==> src/design/edge_latch_regs.vh <==
`ifndef EDGE_LATCH_REGS_VH
`define EDGE_LATCH_REGS_VH

// Register offsets (byte addresses)
`define OFS_CTRL 8'h00
`define OFS_STATUS 8'h04
`define OFS_FLAGS 8'h08
`define OFS_LATCH_Q 8'h0c

// Control register fields
`define CTRL_DETECT_EN_BIT 0
`define CTRL_RESET 32'h0000_0001

// Status register fields
`define STATUS_DFF_Q_BIT 0
`define STATUS_JK_Q_BIT 1
`define STATUS_UNSTABLE_LSB 4

// Sticky flag fields: dff, jk, sr latch, data latch
`define FLAG_DFF_BIT 0
`define FLAG_JK_BIT 1
`define FLAG_SRL_BIT 2
`define FLAG_DL_BIT 3
`define FLAGS_RESET 4'h0

// Latch readback fields
`define LATCH_Q_SRL_LSB 0
`define LATCH_Q_DL_LSB 8

// Array widths of the instances in the top level
`define SRL_WIDTH 4
`define DL_WIDTH 8

// Storage reset value of every element: true 0, complement 1
`define Q_RESET 1'b0
`define QN_RESET 1'b1

// Synchroniser reset holds idle pins: presets and clears high, the rest low
`define PINS_RESET 35'h0_c330_0600

`endif

==> src/design/gated_latch_array.v <==
`timescale 1ns/1ps
`include "edge_latch_regs.vh"

module gated_latch_array #(
    parameter WIDTH = 4,
    parameter IS_SR = 1
) (
    // Clock and reset
    input wire ref_clk,
    input wire rst_n,
    // Shared controls, already in the ref_clk domain
    input wire preset_n,
    input wire async_reset_n,
    input wire gate,
    // Per-bit inputs: set or data, and reset (set-reset variant only)
    input wire [WIDTH-1:0] set_or_data,
    input wire [WIDTH-1:0] reset_in,
    // Per-bit outputs and one unstable flag shared by all bits
    output reg [WIDTH-1:0] q_r,
    output reg [WIDTH-1:0] q_n_r,
    output wire unstable
);

    reg [WIDTH-1:0] q_nxt;
    reg [WIDTH-1:0] q_n_nxt;
    reg [WIDTH-1:0] both_set;
    integer i;

    // Preset and clear are shared by all bits and override gate and data
    always @* begin
        q_nxt = q_r;
        q_n_nxt = q_n_r;
        both_set = {WIDTH{1'b0}};
        for (i = 0; i < WIDTH; i = i + 1) begin
            if (!preset_n && !async_reset_n) begin
                q_nxt[i] = 1'b1;
                q_n_nxt[i] = 1'b1;
            end else if (!async_reset_n) begin
                q_nxt[i] = 1'b0;
                q_n_nxt[i] = 1'b1;
            end else if (!preset_n) begin
                q_nxt[i] = 1'b1;
                q_n_nxt[i] = 1'b0;
            end else if (gate) begin
                if (IS_SR != 0) begin
                    both_set[i] = set_or_data[i] & reset_in[i];
                    if (set_or_data[i] && reset_in[i]) begin
                        q_nxt[i] = 1'b1;
                        q_n_nxt[i] = 1'b1;
                    end else if (set_or_data[i]) begin
                        q_nxt[i] = 1'b1;
                        q_n_nxt[i] = 1'b0;
                    end else if (reset_in[i]) begin
                        q_nxt[i] = 1'b0;
                        q_n_nxt[i] = 1'b1;
                    end
                end else begin
                    q_nxt[i] = set_or_data[i];
                    q_n_nxt[i] = ~set_or_data[i];
                end
            end
        end
    end

    // Level sensing is sampled on ref_clk, so a gate pulse shorter than a period can be missed
    always @(posedge ref_clk or negedge rst_n) begin
        if (!rst_n) begin
            q_r <= {WIDTH{`Q_RESET}};
            q_n_r <= {WIDTH{`QN_RESET}};
        end else begin
            q_r <= q_nxt;
            q_n_r <= q_n_nxt;
        end
    end

    assign unstable = (~preset_n & ~async_reset_n) | (preset_n & async_reset_n & gate & (|both_set));

endmodule // gated_latch_array

==> src/design/dual_edge_flops_gated_latches.v <==
// Design decisions made here: the plain strobed port and the register addresses.
`timescale 1ns/1ps
`include "edge_latch_regs.vh"

// Behaviour
// D flop: preset/clear low force outputs, both low make both high.
// D flop captures data on enabled rising or falling edge, else holds.
// JK flop: same overrides; enabled edge holds, clears or sets per J,K.
// JK flop with J and K both high toggles on an enabled edge.
// SR latch with gate high sets, clears, holds; S and R high unstable.
// D latch with gate high follows data, with gate low holds.
// Latch preset and clear override gate and data, both low unstable.
// Latch outputs are complementary except in unstable conditions.
// One preset, clear and gate act together on every latch bit.
// Latch array width is a parameter chosen at instantiation.
// Both set-reset and D latch arrays are provided.
// Unstable input combinations are flagged, not relied upon.
module dual_edge_flops_gated_latches (
    // Clock and reset
    input wire ref_clk,
    input wire rst_n,
    // Register port
    input wire [7:0] reg_addr,
    input wire [31:0] reg_wdata,
    input wire reg_wr,
    input wire reg_rd,
    output reg [31:0] reg_rdata,
    // Dual-edge D flop
    input wire dff_clk,
    input wire dff_rising_edge_enable,
    input wire dff_falling_edge_enable,
    input wire dff_preset_n,
    input wire dff_async_reset_n,
    input wire dff_d,
    output reg dff_q,
    output reg dff_q_n,
    // Dual-edge J-K flop
    input wire jk_clk,
    input wire jk_rising_edge_enable,
    input wire jk_falling_edge_enable,
    input wire jk_preset_n,
    input wire jk_async_reset_n,
    input wire jk_j,
    input wire jk_k,
    output reg jk_q,
    output reg jk_q_n,
    // Set-reset latch array
    input wire srl_preset_n,
    input wire srl_async_reset_n,
    input wire srl_gate,
    input wire [`SRL_WIDTH-1:0] srl_set,
    input wire [`SRL_WIDTH-1:0] srl_reset,
    output wire [`SRL_WIDTH-1:0] srl_q,
    output wire [`SRL_WIDTH-1:0] srl_q_n,
    // Data latch array
    input wire dl_preset_n,
    input wire dl_async_reset_n,
    input wire dl_gate,
    input wire [`DL_WIDTH-1:0] dl_data,
    output wire [`DL_WIDTH-1:0] dl_q,
    output wire [`DL_WIDTH-1:0] dl_q_n,
    // Unstable condition seen since last clear
    output wire unstable_seen
);

    localparam IN_W = 13 + 6 + 2 * `SRL_WIDTH + `DL_WIDTH;

    // All pin inputs share one synchroniser so data and clocks keep their alignment
    wire [IN_W-1:0] pins_raw;
    reg [IN_W-1:0] pins_meta_r;
    reg [IN_W-1:0] pins_sync_r;

    wire s_dff_clk;
    wire s_dff_re;
    wire s_dff_fe;
    wire s_dff_pre_n;
    wire s_dff_clr_n;
    wire s_dff_d;
    wire s_jk_clk;
    wire s_jk_re;
    wire s_jk_fe;
    wire s_jk_pre_n;
    wire s_jk_clr_n;
    wire s_jk_j;
    wire s_jk_k;
    wire s_srl_pre_n;
    wire s_srl_clr_n;
    wire s_srl_gate;
    wire [`SRL_WIDTH-1:0] s_srl_set;
    wire [`SRL_WIDTH-1:0] s_srl_reset;
    wire s_dl_pre_n;
    wire s_dl_clr_n;
    wire s_dl_gate;
    wire [`DL_WIDTH-1:0] s_dl_data;

    assign pins_raw = {dff_clk, dff_rising_edge_enable, dff_falling_edge_enable, dff_preset_n,
                       dff_async_reset_n, dff_d,
                       jk_clk, jk_rising_edge_enable, jk_falling_edge_enable, jk_preset_n,
                       jk_async_reset_n, jk_j, jk_k,
                       srl_preset_n, srl_async_reset_n, srl_gate, srl_set, srl_reset,
                       dl_preset_n, dl_async_reset_n, dl_gate, dl_data};

    assign {s_dff_clk, s_dff_re, s_dff_fe, s_dff_pre_n, s_dff_clr_n, s_dff_d,
            s_jk_clk, s_jk_re, s_jk_fe, s_jk_pre_n, s_jk_clr_n, s_jk_j, s_jk_k,
            s_srl_pre_n, s_srl_clr_n, s_srl_gate, s_srl_set, s_srl_reset,
            s_dl_pre_n, s_dl_clr_n, s_dl_gate, s_dl_data} = pins_sync_r;

    // Clearing to all zeros would read as preset and clear both low and fake an unstable state
    always @(posedge ref_clk or negedge rst_n) begin
        if (!rst_n) begin
            pins_meta_r <= `PINS_RESET;
            pins_sync_r <= `PINS_RESET;
        end else begin
            pins_meta_r <= pins_raw;
            pins_sync_r <= pins_meta_r;
        end
    end

    // Previous primitive clock levels for edge detection
    reg dff_clk_prev_r;
    reg jk_clk_prev_r;

    always @(posedge ref_clk or negedge rst_n) begin
        if (!rst_n) begin
            dff_clk_prev_r <= 1'b0;
            jk_clk_prev_r <= 1'b0;
        end else begin
            dff_clk_prev_r <= s_dff_clk;
            jk_clk_prev_r <= s_jk_clk;
        end
    end

    wire dff_take;
    wire jk_take;

    // A steady clock or both enables low gives no take, so the flop holds
    assign dff_take = (s_dff_clk & ~dff_clk_prev_r & s_dff_re) | (~s_dff_clk & dff_clk_prev_r & s_dff_fe);
    assign jk_take = (s_jk_clk & ~jk_clk_prev_r & s_jk_re) | (~s_jk_clk & jk_clk_prev_r & s_jk_fe);

    // Next {q, q_n} of a dual-edge flop; preset and clear win over the edge
    function [1:0] flop_next;
        input pre_n;
        input clr_n;
        input take;
        input cap;
        input [1:0] held;
        begin
            if (!pre_n && !clr_n) begin
                flop_next = 2'b11;
            end else if (!clr_n) begin
                flop_next = 2'b01;
            end else if (!pre_n) begin
                flop_next = 2'b10;
            end else if (take) begin
                flop_next = {cap, ~cap};
            end else begin
                flop_next = held;
            end
        end
    endfunction

    // Value a J-K flop takes on an enabled edge
    function jk_eval;
        input j;
        input k;
        input q_old;
        begin
            case ({j, k})
                2'b00: begin
                    jk_eval = q_old;
                end
                2'b01: begin
                    jk_eval = 1'b0;
                end
                2'b10: begin
                    jk_eval = 1'b1;
                end
                default: begin
                    jk_eval = ~q_old;
                end
            endcase
        end
    endfunction

    wire [1:0] dff_nxt;
    wire [1:0] jk_nxt;

    assign dff_nxt = flop_next(s_dff_pre_n, s_dff_clr_n, dff_take, s_dff_d, {dff_q, dff_q_n});
    assign jk_nxt = flop_next(s_jk_pre_n, s_jk_clr_n, jk_take, jk_eval(s_jk_j, s_jk_k, jk_q), {jk_q, jk_q_n});

    always @(posedge ref_clk or negedge rst_n) begin
        if (!rst_n) begin
            dff_q <= `Q_RESET;
            dff_q_n <= `QN_RESET;
            jk_q <= `Q_RESET;
            jk_q_n <= `QN_RESET;
        end else begin
            dff_q <= dff_nxt[1];
            dff_q_n <= dff_nxt[0];
            jk_q <= jk_nxt[1];
            jk_q_n <= jk_nxt[0];
        end
    end

    // The two latch variants, width set per instance
    wire srl_unstable;
    wire dl_unstable;

    gated_latch_array #(
        .WIDTH(`SRL_WIDTH),
        .IS_SR(1)
    ) u_srl (
        .ref_clk(ref_clk),
        .rst_n(rst_n),
        .preset_n(s_srl_pre_n),
        .async_reset_n(s_srl_clr_n),
        .gate(s_srl_gate),
        .set_or_data(s_srl_set),
        .reset_in(s_srl_reset),
        .q_r(srl_q),
        .q_n_r(srl_q_n),
        .unstable(srl_unstable)
    );

    gated_latch_array #(
        .WIDTH(`DL_WIDTH),
        .IS_SR(0)
    ) u_dl (
        .ref_clk(ref_clk),
        .rst_n(rst_n),
        .preset_n(s_dl_pre_n),
        .async_reset_n(s_dl_clr_n),
        .gate(s_dl_gate),
        .set_or_data(s_dl_data),
        .reset_in({`DL_WIDTH{1'b0}}),
        .q_r(dl_q),
        .q_n_r(dl_q_n),
        .unstable(dl_unstable)
    );

    // Live unstable conditions, one bit per element
    wire [3:0] unstable_now;

    assign unstable_now[`FLAG_DFF_BIT] = ~s_dff_pre_n & ~s_dff_clr_n;
    assign unstable_now[`FLAG_JK_BIT] = ~s_jk_pre_n & ~s_jk_clr_n;
    assign unstable_now[`FLAG_SRL_BIT] = srl_unstable;
    assign unstable_now[`FLAG_DL_BIT] = dl_unstable;

    // Control and sticky flags
    reg [31:0] ctrl_r;
    reg [3:0] flags_r;
    reg [3:0] flags_nxt;
    wire wr_ctrl;
    wire wr_flags;
    wire detect_en;

    assign wr_ctrl = reg_wr && (reg_addr == `OFS_CTRL);
    assign wr_flags = reg_wr && (reg_addr == `OFS_FLAGS);
    assign detect_en = ctrl_r[`CTRL_DETECT_EN_BIT];

    // Write one to clear; a condition present in the clearing cycle still sets the flag
    always @* begin
        flags_nxt = flags_r;
        if (wr_flags) begin
            flags_nxt = flags_nxt & ~reg_wdata[3:0];
        end
        if (detect_en) begin
            flags_nxt = flags_nxt | unstable_now;
        end
    end

    always @(posedge ref_clk or negedge rst_n) begin
        if (!rst_n) begin
            ctrl_r <= `CTRL_RESET;
            flags_r <= `FLAGS_RESET;
        end else begin
            if (wr_ctrl) begin
                ctrl_r <= {31'h0000_0000, reg_wdata[`CTRL_DETECT_EN_BIT]};
            end
            flags_r <= flags_nxt;
        end
    end

    assign unstable_seen = |flags_r;

    // Read data stand only in the cycle after the strobe, zero otherwise
    reg [31:0] rd_mux;

    always @* begin
        rd_mux = 32'h0000_0000;
        case (reg_addr)
            `OFS_CTRL: begin
                rd_mux = ctrl_r;
            end
            `OFS_STATUS: begin
                rd_mux[`STATUS_DFF_Q_BIT] = dff_q;
                rd_mux[`STATUS_JK_Q_BIT] = jk_q;
                rd_mux[`STATUS_UNSTABLE_LSB +: 4] = unstable_now;
            end
            `OFS_FLAGS: begin
                rd_mux[3:0] = flags_r;
            end
            `OFS_LATCH_Q: begin
                rd_mux[`LATCH_Q_SRL_LSB +: `SRL_WIDTH] = srl_q;
                rd_mux[`LATCH_Q_DL_LSB +: `DL_WIDTH] = dl_q;
            end
            default: begin
                rd_mux = 32'h0000_0000;
            end
        endcase
    end

    always @(posedge ref_clk or negedge rst_n) begin
        if (!rst_n) begin
            reg_rdata <= 32'h0000_0000;
        end else if (reg_rd) begin
            reg_rdata <= rd_mux;
        end else begin
            reg_rdata <= 32'h0000_0000;
        end
    end

endmodule // dual_edge_flops_gated_latches

==> config.mk <==
export PLATFORM = sky130hd
export DESIGN_NAME = dual_edge_flops_gated_latches
export DESIGN_NICKNAME = d
export VERILOG_FILES = /design/src/design/gated_latch_array.v /design/src/design/dual_edge_flops_gated_latches.v
export VERILOG_INCLUDE_DIRS = /design/src /design/src/design
export SDC_FILE = /design/constraint.sdc
export NUM_CORES = 1
export LEC_CHECK = 0
export BUFFER_PORTS_ARGS = -buffer_cell sky130_fd_sc_hd__buf_2
export CELL_PAD_IN_SITES_DETAIL_PLACEMENT = 1
export CELL_PAD_IN_SITES_GLOBAL_PLACEMENT = 1
export CORE_MARGIN = 2
export CORE_UTILIZATION = 42
export CTS_CLUSTER_DIAMETER = 50
export DETAILED_ROUTE_END_ITERATION = 8
export GPL_ROUTABILITY_DRIVEN = 0
export MAX_ROUTING_LAYER = met4
export PLACE_DENSITY = 0.91
export SYNTH_ARGS = -nofsm -noshare
export SYNTH_HDL_FRONTEND = slang
export SYNTH_SLANG_ARGS = --single-unit
==> constraint.sdc <==
create_clock -name ref_clk -period 2.13 [get_ports ref_clk]
set_input_delay 0.213 -clock ref_clk [delete_from_list [all_inputs] [get_ports ref_clk]]
set_output_delay 0.213 -clock ref_clk [all_outputs]
set_load 0.02 [all_outputs]
[Yosys cells after proc, flatten, opt, wreduce, memory -nomap -nowiden]
Index checks and enable logic that the tools add are counted.
Cells by class
  eq/ne operators: 13
  multiplexer cells: 152
  reduce and logical (&&, ||, !) cells: 26
  bitwise gates (word level): 48
Operators with widths (count)
  $mux W1: 136
  $ne A6 B4 Y1 const B: 4
  $not A1 Y1: 23
  $and A1 B1 Y1: 19
  $eq A8 B4 Y1 const B: 2
  $mux W16: 1
  $mux W2: 8
  $mux W4: 3
  $logic_and A1 B1 Y1: 10
  $eq A8 B3 Y1 const B: 1
  $logic_not A1 Y1: 8
  $logic_not A8 Y1: 1
  $mux W8: 1
  $ne A4 B2 Y1 const B: 2
  $ne A4 B3 Y1 const B: 2
  $pmux W2 S4: 1
  $reduce_and A2 Y1: 4
  $reduce_or A4 Y1: 2
  $and A4 B4 Y4: 1
  $not A4 Y4: 1
  $or A4 B4 Y4: 1
  $pmux W2 S2: 1
  $or A1 B1 Y1: 3
  $pmux W1 S3: 1
  3 further kinds: 3
Word-level totals
  input port bits: 79
  bits in registers: 137
  logic and storage cells: 260

[Depth between registers and ports, before layout]
Gate-level depths: netlist of the first run.
  word-level depth: 10
  mapped depth: 4
  depth with buffers taken out: 3

[Cells and area by module]
A second synthesis of the first run with hierarchy kept.
Unflattened totals
  cells, all modules: 297
  area total of the unflattened synthesis: 4225.3 sq um
By module, submodules not included
  dual_edge_flops_gated_latches: times used 1, sequential area each 2451.1 sq um, area each 3098.0 sq um, cells each 188
  gated_latch_array (u_dl): times used 1, sequential area each 410.4 sq um, area each 742.0 sq um, cells each 70
  gated_latch_array (u_srl): times used 1, sequential area each 205.2 sq um, area each 385.4 sq um, cells each 39

[Worst setup path before layout of the first run]
No wires, ideal clock.
  path type: in2reg
  start: input reg_addr[2]
  end: register ctrl_r[0]
  arrival: 1.328 ns
  setup time: 0.085 ns
  setup slack: 0.717 ns
  data required time: 2.045 ns
  buffers on the path: 1
  stages on the path: 4
  cells stage by stage: buf_6 -> or4b_4 -> nor3_2 -> mux2_1
On the way
  cells in the longest elaborated chain, start to end: 2
Ends and longest elaborated chain
  start, declared: RTL line dual_edge_flops_gated_latches.v:23  | input wire [7:0] reg_addr,
  $logic_not A8 Y1
  $logic_and A1 B1 Y1: RTL line dual_edge_flops_gated_latches.v:257  | assign wr_ctrl = reg_wr && (reg_addr == `OFS_CTRL);
  end signal, assigned: RTL line dual_edge_flops_gated_latches.v:274  | ctrl_r <= `CTRL_RESET;
  end signal, assigned: RTL line dual_edge_flops_gated_latches.v:278  | ctrl_r <= {31'h0000_0000, reg_wdata[`CTRL_DETECT_EN_BIT]};
  end, declared: RTL line dual_edge_flops_gated_latches.v:250  | reg [31:0] ctrl_r;
No other way between the ends.
A chain may end at the register's enable or synchronous reset.

[Worst setup path after layout of the first run]
  start: register flags_r[3]
  end: output unstable_seen
On the way
  cells in the longest elaborated chain, start to end: 1
Ends and longest elaborated chain
  start, declared: RTL line dual_edge_flops_gated_latches.v:251  | reg [3:0] flags_r;
  start signal, assigned: RTL line dual_edge_flops_gated_latches.v:275  | flags_r <= `FLAGS_RESET;
  start signal, assigned: RTL line dual_edge_flops_gated_latches.v:280  | flags_r <= flags_nxt;
  $reduce_or A4 Y1: RTL line dual_edge_flops_gated_latches.v:284  | assign unstable_seen = |flags_r;
  end, declared: RTL line dual_edge_flops_gated_latches.v:63  | output wire unstable_seen
No other way between the ends.

==> flow_metrics.tcl, run 1 <==
set metrics [dict create \
    max_freq_mhz 548 \
    post_cts_resized 0 \
    fill_cells 1023 \
    syn_to_final_growth_pct 36.2 \
    dieHeight_um 104 \
    placed_area_um2 4750 \
    hold_viol_final 0 \
    final_nets 520 \
    drtIter0Drc 141 \
    core_area_um2 9730 \
    clock-sinks 121 \
    drt-pass1-iter-count 6 \
    final_area_um2 5680 \
    critPathMaxFanout 3 \
    syn_area_um2 4170 \
    worst-path-buf-inv 1 \
    cts_made_buffers 17 \
    fin_tns_setup_ps 0 \
    fp.dieArea_um2 10700 \
    min_from "reg_addr[7]" \
    ys_warn_count 0 \
    layout-drive-gt1-share_pct 35.9 \
    clkTransAtPathRegs_ps 60 \
    antenna_found_initial 0 \
    diodes 0 \
    drtAntennaViolNets 0 \
    hp-class "in -> reg" \
    yosysTopAreaCell "dfrtp_1" \
    worst_slack_ps 306 \
    synth.distinct_cells 35 \
    fin_crit_sh_pct 85.7 \
    max-clock-path-buffers 2 \
    synthTopCellsByArea "dfrtp_1 (54%), dfstp_2 (20%), o21ai_1 (3.0%)" \
    skew_ps 6.50 \
    ys_top_cells_by_count "dfrtp_1 (90), dfstp_2 (31), nand2_1 (27), o21ai_1 (25), nor2b_1 (18)" \
    worstMarginPinSlew_ps 888 \
    cp_slowest_cell "or4_1" \
    port_buffers 95 \
    overflow 0 \
    ios 140 \
    worstReg2RegStart "pins_sync_r[8]$_DFF_PN0_" \
    num_rows 36 \
    peakVddDrop_v 0.000486 \
    drcViolationCount 0 \
    netlist.area_leader.share_pct 54.0 \
    vias_per_cell 4.76 \
    avgSynthCellArea_um2 14.2 \
    final_cells 587 \
    clkLatencyLatePin_ps 510 \
    yosysMostFrequentCell "dfrtp_1" \
    async_reset_ff_share_pct 100 \
    p_total_w 0.00555 \
    cpPeakStageDelay_ps 530 \
    die_w_um 104 \
    synth_flop_cell "dfrtp_1" \
    p_per_area_nw_per_um2 976 \
    ys_seq_area_share_pct 73.5 \
    relSlewSlack_pct 40.8 \
    p_leak_nw 2.62 \
    dp_hpwl_mm 6.46 \
    dp.cells 516 \
    cp-start-kind "flip-flop" \
    slew_violations 0 \
    seq_area_um2 3070 \
    dr_total_vias 2796 \
    multi_input_area_um2 985 \
    crit_type "reg -> out" \
    wire_per_inst_um 17.1 \
    synthCells 294 \
    crit_family "simple AND/OR/NAND/NOR gates" \
    grt_pass1_wl_mm 16.5 \
    crit_arrival_ps 1610 \
    cp-end-kind "output port" \
    cts-root-buf "clkbuf_8" \
    status "completed" \
    synth_edf_count 0 \
    fin_crit_ps 1820 \
    required_ps 1920 \
    crit_start "flags_r[3]$_DFF_PN0_" \
    rsz0062_at_grt "false" \
    cts_tree "yes" \
    cap_violations 0 \
    initial_core_util_pct 42.9 \
    htree_levels 4 \
    setup_viol 0 \
    crit_chain "or4_1, buf_2" \
    grt_pass1_vias 3196 \
    ys_ff_latch 121 \
    grt_usage_pct 20.8 \
    routed_wl_mm 10.0 \
    post-place-ws_ps 500 \
    grt_max_degree 54 \
]
==> layout make-up <==
| cell class | instances | area share (%) |
|---|---|---|
| inverter | 6 | 0.396 |
| clock buffer | 18 | 7.36 |
| multi-input combinational | 159 | 17.3 |
| tap | 133 | 2.93 |
| sequential | 121 | 54.0 |
| timing repair buffer | 136 | 15.8 |
| clock inverter | 14 | 2.25 |
==> where the power goes <==
group | internal [W] | switching, W | total (W)
clock network | 0.00155 | 0.00105 | 0.00259
registers | 0.00245 | 0.0000929 | 0.00254
logic | 0.000177 | 0.000237 | 0.000414
==> kinds of logic after synthesis <==
family / share of synthesized area (%)
DFF: 73.5
and+or+nand+nor: 10.7
AOI/OAI and AO/OA: 7.14
buffers and inverters: 4.26
muxes: 4.29
other: 0.0899
==> timing repair <==
item | CTS | global route
setup endpoints to repair | 0 | 0
endpoints found under the hold margin | 70 | 0
hold buffers | 39 | 0
setup buffers | 0 | 0
==> placed cells by master, fill, tap and decap left out, types with 2 or more instances in the layout <==
cell type / instances
nor2_1: 3
o21ai_0: 2
buf_4: 2
and3_1: 2
o21ai_1: 25
and2_1: 8
buf_2: 94
a22o_1: 2
clkinv_2: 2
clkbuf_16: 16
nor2b_1: 18
dfstp_2: 31
nor3_1: 3
a21boi_1: 8
inv_6: 2
conb_1: 16
mux2i_1: 10
or4_1: 2
o31ai_1: 7
and4_1: 4
clkinv_4: 2
dlygate4sd3_1: 39
a21oi_1: 2
inv_1: 6
mux2_1: 5
clkinvlp_4: 7
dfrtp_1: 90
nand3b_1: 5
nand2_1: 27
==> through the flow <==
step                utilization, %  hold slack [ps]
floorplan                        -            -82.6
global placement              48.8              175
detailed placement            48.8              189
CTS                           58.4             10.3
global route                  58.4             33.3
finish                        58.4             35.0
==> worst paths after layout <==
path	endpoint	slack [ps]	cells after the start
setup / recovery	unstable_seen	310	2
hold / removal	reg_rdata[1]$_DFF_PN0_	30	4
setup reg to reg	u_dl.q_r[6]$_DFFE_PN0P_	720	2
hold reg to reg	pins_sync_r[2]$_DFF_PN0_	350	0
min in group asynchronous	reg_rdata[9]$_DFF_PN0_	220	2
max in group asynchronous	pins_sync_r[20]$_DFF_PN1_	1100	3
==> registers in the layout, summed over array words and instances (netlist names), 4 cells and up <==
register and flops:
pins_meta_r 35, pins_sync_r 35, reg_rdata 16, u_dl.q_n_r 8
u_dl.q_r 8, flags_r 4, u_srl.q_n_r 4, u_srl.q_r 4
==> routing by layer <==
metal	global-route usage, %	vias to the layer above	part of all wire [%]
met5	-	-	0
met4	10.3	0	3.2
met3	5.41	25	4.6
met2	35.2	100	53
met1	23.0	1396	39
li1	-	1275	-
==> worst reg2reg max path, cell delays in order, from the launching register on <==
cell     delay [ps]
dfrtp_1         920
mux2i_1         280
o21ai_1          80
Power figures use the tool's default switching activity.
==> inputs of run 2 (changes only) <==
Settings changed: PLACE_DENSITY 0.91 to default, PLACE_DENSITY_LB_ADDON from default to 0.1.
==> run 2 against run 1 <==
Net effect:
- global-route usage is 1.3 points lower
- first-iteration DRC count shrank 53%
- hold slack lost 4.0 ps
- power rose by 2.5%
- via count is 1.6% lower
- critical endpoint unchanged
- worst setup slack better by 30 ps
- clock power rose by 6%
==> flow_metrics.tcl, run 2 (synthesis gave the netlist of run 1 again) <==
set metrics [dict create \
    peakVddDrop_v 0.000510 \
    cap_violations 0 \
    setup.worst_path.end "unstable_seen" \
    syn_to_final_growth_pct 38.1 \
    vias_per_cell 4.65 \
    layout-drive-gt1-share_pct 36.6 \
    switchingPower_w 0.00136 \
    fin_crit_ps 1790 \
    hp-class "in -> reg" \
    p_int_w 0.00433 \
    htree_levels 4 \
    final_cells 592 \
    p_per_area_nw_per_um2 987 \
    clkTransAtPathRegs_ps 60 \
    routed_wl_mm 9.19 \
    slew_violations 0 \
    reg2reg_slack_ps 850 \
    final_cell_mix "buf_2 (94), dfrtp_1 (90), dlygate4sd3_1 (40)" \
    setup_viol 0 \
    port_buffers 95 \
    fill_cells 1007 \
    fp.dieArea_um2 10700 \
    p_total_w 0.00569 \
    drtIter0Drc 66 \
    max-clock-path-buffers 2 \
    grt_usage_pct 19.6 \
    dieHeight_um 104 \
    hold_viol_final 0 \
    clkLatencyLatePin_ps 500 \
    num_rows 36 \
    diodes 0 \
    ios 140 \
    critPathMaxFanout 3 \
    crit_arrival_ps 1580 \
    layout.cells.most_common "buf_2" \
    initial_core_util_pct 42.9 \
    crit_type "reg -> out" \
    cp-start-kind "flip-flop" \
    core_area_um2 9730 \
    p_comb_share_pct 7.4 \
    post_cts_resized 0 \
    p_leak_nw 2.67 \
    switching_share_pct 23.9 \
    overflow 0 \
    cts_tree "yes" \
    drcViolationCount 0 \
    grt_pass1_wl_mm 15.8 \
    clock-sinks 121 \
    skew_ps 8.17 \
    crit_start "flags_r[3]$_DFF_PN0_" \
    drt-pass1-iter-count 4 \
    cts-root-buf "clkbuf_8" \
    grt_max_degree 35 \
    cts_made_buffers 17 \
    worstReg2RegStart "pins_sync_r[30]$_DFF_PN1_" \
    rr_worst_depth 2 \
    cp-end-kind "output port" \
    dr_total_vias 2750 \
    antenna_found_initial 0 \
    required_ps 1920 \
    die_w_um 104 \
    p_clk_share_pct 48.2 \
    fin_crit_sh_pct 84.3 \
    dp_hpwl_mm 5.99 \
    reg2reg_to "dff_q$_DFFE_PN0P_" \
    dp.cells 520 \
    power.share.sequential_pct 44.4 \
    status "completed" \
    rsz0062_at_grt "false" \
    wire_per_inst_um 15.5 \
    drtAntennaViolNets 0 \
    fin_tns_setup_ps 0 \
    final_nets 525 \
    grt_pass1_vias 3133 \
    reg_top3 "pins_meta_r: 35 flops, pins_sync_r: 35 flops, reg_rdata: 16 flops" \
    max_freq_mhz 557 \
]
## run 2: changes by cell type in the layout (fill, tap and decap cells not counted), sizes merged
| cell | delta |
|---|---|
| clkinv | -1 |
| buf | +4 |
| bufinv | +1 |
| inv | +1 |
| dlygate4sd3 | +1 |
| clkinvlp | -1 |
## run 2: stage by stage
stage | utilization, % | setup slack [ps] | area (um2) | hold slack [ps]
after detailed placement | 49.2 | 533 | 4790 | 200
final | 59.2 | 335 | 5760 | 31.0
after floorplan | - | 717 | 4230 | -82.6
after global placement | 49.2 | 545 | 4790 | 191
after global routing | 59.2 | 286 | 5760 | 33.6
after CTS | 59.2 | 301 | 5760 | 10.8
## run 2: how the worst min path moves through the flow
stage                            start                        to  slack (ps)  cells after the start
after floorplan                  rst_n  dff_clk_prev_r$_DFF_PN0_         -80                      0
after global placement           rst_n   jk_clk_prev_r$_DFF_PN0_         190                      1
after detailed placement         rst_n   jk_clk_prev_r$_DFF_PN0_         200                      1
after CTS                 reg_wdata[3]      flags_r[3]$_DFF_PN0_          10                      4
after global routing      reg_wdata[3]      flags_r[3]$_DFF_PN0_          30                      4
final                     reg_wdata[3]      flags_r[3]$_DFF_PN0_          30                      4
## run 2: power groups by stage
| stage | combinational (W) | clock (W) | sequential, W |
|---|---|---|---|
| 5_1_grt | 0.000465 | 0.00293 | 0.00254 |
| 3_3_place_gp | 0.000358 | 0 | 0.00256 |
| 2_1_floorplan | 0.000167 | 0 | 0.00259 |
| 6_report | 0.000422 | 0.00274 | 0.00253 |
| 4_1_cts | 0.000429 | 0.00280 | 0.00253 |
| 3_5_place_dp | 0.000370 | 0 | 0.00256 |
## run 2: layer usage
| layer | part of all wire, % | vias to the layer above | GRT usage, % | wire, um |
|---|---|---|---|---|
| li1 | - | 1276 | - | - |
| met1 | 44 | 1400 | 23.7 | 4020 |
| met2 | 51 | 66 | 31.8 | 4720 |
| met3 | 3.8 | 8 | 5.10 | 351 |
| met4 | 1.0 | 0 | 7.53 | 95 |
| met5 | 0 | - | - | 0 |
## run 2: layout make-up
cell class	count	area (um2)	area share, %
Timing Repair Buffer	141	948	16.5
Inverter	6	22.5	0.391
Clock buffer	18	428	7.43
Clock inverter	14	146	2.54
Sequential cell	121	3070	53.2
Tap cell	133	166	2.89
Multi-Input combinational cell	159	985	17.1
## run 2: repair_timing
item	4_1_cts	5_1_grt
hold buffers	40	0
endpoints found under the setup margin	0	0
buffers inserted	0	0
endpoints found under the hold margin	68	0
## run 2: worst max-delay path, stage by stage (launching register included)
cell,delay [ps]
dfrtp_1,390
or4_1,520
buf_2,170
==> inputs of run 3 (changes only) <==
Settings changed: ABC_AREA from default to 1, CORE_UTILIZATION 42 to 38.
Clock period 2.13 ns to 1.8 ns, I/O delays scaled along.
==> run 3 against run 2 <==
Net effect:
- core utilization down 5.4 points
- final cell count up 10%
- first-iteration DRC count is 9.1% lower
- final area grew 0.41%
- clock skew is essentially flat
- power rose by 15%
- combinational power rose by 26%
- area after synthesis fell by 0.33%
- critical path depth stayed put
- clock power up 11%
- largest cell class unchanged
- hold slack improved by 130 ps
==> flow_metrics.tcl, run 3 <==
set metrics [dict create \
    status "completed" \
    dp_hpwl_mm 5.89 \
    max_freq_mhz 563 \
    die_w_um 109 \
    core_area_um2 10700 \
    clkLatencyLatePin_ps 500 \
    drtAntennaViolNets 0 \
    yosysTopAreaCell "dfrtp_1" \
    crit_arrival_ps 1600 \
    reg2reg_slack_ps 440 \
    syn_area_um2 4160 \
    critPathMaxFanout 2 \
    ys_warn_count 0 \
    hold_ws_ps 163 \
    skew_ps 8.61 \
    vias_per_cell 4.44 \
    grt_pass1_wl_mm 15.1 \
    antenna_found_initial 0 \
    ys_top_cells_by_count "dfrtp_1 (90), nand2_1 (40), inv_1 (39), dfstp_2 (31), nor2_1 (31)" \
    p_total_w 0.00656 \
    max-clock-path-buffers 2 \
    netlist.area_leader.share_pct 54.2 \
    peakVddDrop_v 0.000727 \
    wire_per_inst_um 14.0 \
    switching_share_pct 24.0 \
    fp.dieArea_um2 11800 \
    rsz0062_at_grt "true" \
    clock-sinks 121 \
    p_comb_share_pct 8.1 \
    ys_ff_latch 121 \
    p_per_area_nw_per_um2 1130 \
    layout-drive-gt1-share_pct 32.6 \
    syn_to_final_growth_pct 39.1 \
    slew_violations 0 \
    layout.cells.most_common "buf_2" \
    min_to "flags_r[3]$_DFF_PN0_" \
    dieHeight_um 109 \
    drt-pass1-iter-count 4 \
    yosysMostFrequentCell "dfrtp_1" \
    num_rows 38 \
    ys_seq_area_share_pct 73.7 \
    multi_input_area_um2 860 \
    htree_levels 4 \
    fin_crit_ps 1780 \
    switchingPower_w 0.00158 \
    grt_pass1_vias 3153 \
    clkTransAtPathRegs_ps 50 \
    reg2reg_to "u_srl.q_r[1]$_DFFE_PN0P_" \
    synthCells 340 \
    hold_depth 6 \
    avgSynthCellArea_um2 12.2 \
    fin_tns_setup_ps 0 \
    cp-end-kind "output port" \
    initial_core_util_pct 38.7 \
    overflow 0 \
    dr_total_vias 2898 \
    grt_usage_pct 17.6 \
    async_reset_ff_share_pct 100 \
    synth_flop_cell "dfrtp_1" \
    hp-class "in -> reg" \
    diodes 0 \
    p_clk_share_pct 46.4 \
    cts-root-buf "clkbuf_8" \
    drtIter0Drc 60 \
    setup_viol 0 \
    min_from "reg_addr[0]" \
    reg_top3 "pins_meta_r: 35 flops, pins_sync_r: 35 flops, reg_rdata: 16 flops" \
    worstReg2RegStart "pins_sync_r[20]$_DFF_PN1_" \
    synthTopCellsByArea "dfrtp_1 (54%), dfstp_2 (20%), nand2_1 (3.6%)" \
    fin_crit_sh_pct 98.7 \
    cts_tree "yes" \
    seq_area_um2 3070 \
    synth.distinct_cells 25 \
    ios 140 \
    required_ps 1620 \
    final_cell_mix "buf_2 (93), dfrtp_1 (90), dlygate4sd3_1 (44)" \
    final_nets 579 \
    cap_violations 0 \
    power.share.sequential_pct 45.6 \
    rr_worst_depth 5 \
    crit_type "reg -> out" \
    drcViolationCount 0 \
    p_int_w 0.00498 \
    p_leak_nw 2.87 \
    cts_made_buffers 17 \
    routed_wl_mm 9.11 \
    port_buffers 95 \
    grt_max_degree 67 \
    cp-start-kind "flip-flop" \
    synth_edf_count 0 \
    hold_viol_final 0 \
    fill_cells 1163 \
]
run 3: changes by cell type after synthesis, moves of 10 or more:
cell	previous run	this run
o21ai_1	25	0
nand3_1	1	19
nand2_1	27	40
a21oi_1	2	12
nor2b_1	18	0
o21ai_0	2	22
mux2i_1	10	0
inv_1	6	39
nor2_1	3	31
run 3: final cells by class:
class | count | area share (%)
clock buffer | 21 | 7.59
inverter | 42 | 2.72
timing repair buffer | 144 | 17.1
multi-input combinational | 174 | 14.9
sequential | 121 | 53.0
tap | 140 | 3.03
clock inverter | 11 | 1.75
run 3: through the flow:
step                util [%]  instance area (um2)  cells  setup WS (ps)
global placement        44.4                 4770    574            484
detailed placement      44.4                 4770    574            468
CTS                     53.9                 5790    653           10.8
global route            53.9                 5790    653          -26.4
finish                  53.9                 5790    653           23.7
floorplan                  -                 4220    355            588
run 3: worst max-delay path, cell delays in order (launching register included):
cell	delay, ps
dfrtp_1	400
or4_4	540
buf_6	150
run 3: power by group through the flow:
stage          clock [W]  sequential [W]  combinational, W
2_1_floorplan          0         0.00308          0.000188
3_3_place_gp           0         0.00303          0.000443
3_5_place_dp           0         0.00303          0.000452
4_1_cts          0.00313         0.00299          0.000538
5_1_grt          0.00326         0.00301          0.000594
6_report         0.00304         0.00299          0.000530
run 3: metal layers:
metal | up-vias | GRT usage (%) | routed length [um]
li1 | 1386 | - | -
met1 | 1416 | 22.1 | 4240
met2 | 85 | 26.7 | 4300
met3 | 11 | 5.92 | 447
met4 | 0 | 6.59 | 120
met5 | - | - | 0
run 3: cell families after synthesis:
group	Yosys count	synth area share (%)
compound gates	59	8.51
buf+inv	60	7.04
flops	121	73.7
other cells	1	0.0902
simple gates	99	10.6
run 3: what timing repair did:
item,4_1_cts,5_1_grt
gates resized for setup,3,0
hold buffers,44,0
endpoints found under the setup margin,1,1
pin swaps,0,0
buffers inserted,3,0
endpoints found under the hold margin,163,0
run 3: how the worst max path moves through the flow:
| stage | start | endpoint | slack (ps) | cells past startpoint |
|---|---|---|---|---|
| 6_report | flags_r[2]$_DFF_PN0_ | unstable_seen | 20 | 2 |
| 5_1_grt | flags_r[3]$_DFF_PN0_ | unstable_seen | -30 | 2 |
| 4_1_cts | flags_r[2]$_DFF_PN0_ | unstable_seen | 10 | 2 |
| 3_5_place_dp | pins_sync_r[9]$_DFF_PN1_ | u_dl.q_r[7]$_DFFE_PN0P_ | 470 | 3 |
| 3_3_place_gp | pins_sync_r[9]$_DFF_PN1_ | u_dl.q_r[3]$_DFFE_PN0P_ | 480 | 3 |
| 2_1_floorplan | pins_sync_r[9]$_DFF_PN1_ | u_dl.q_r[0]$_DFFE_PN0P_ | 590 | 5 |
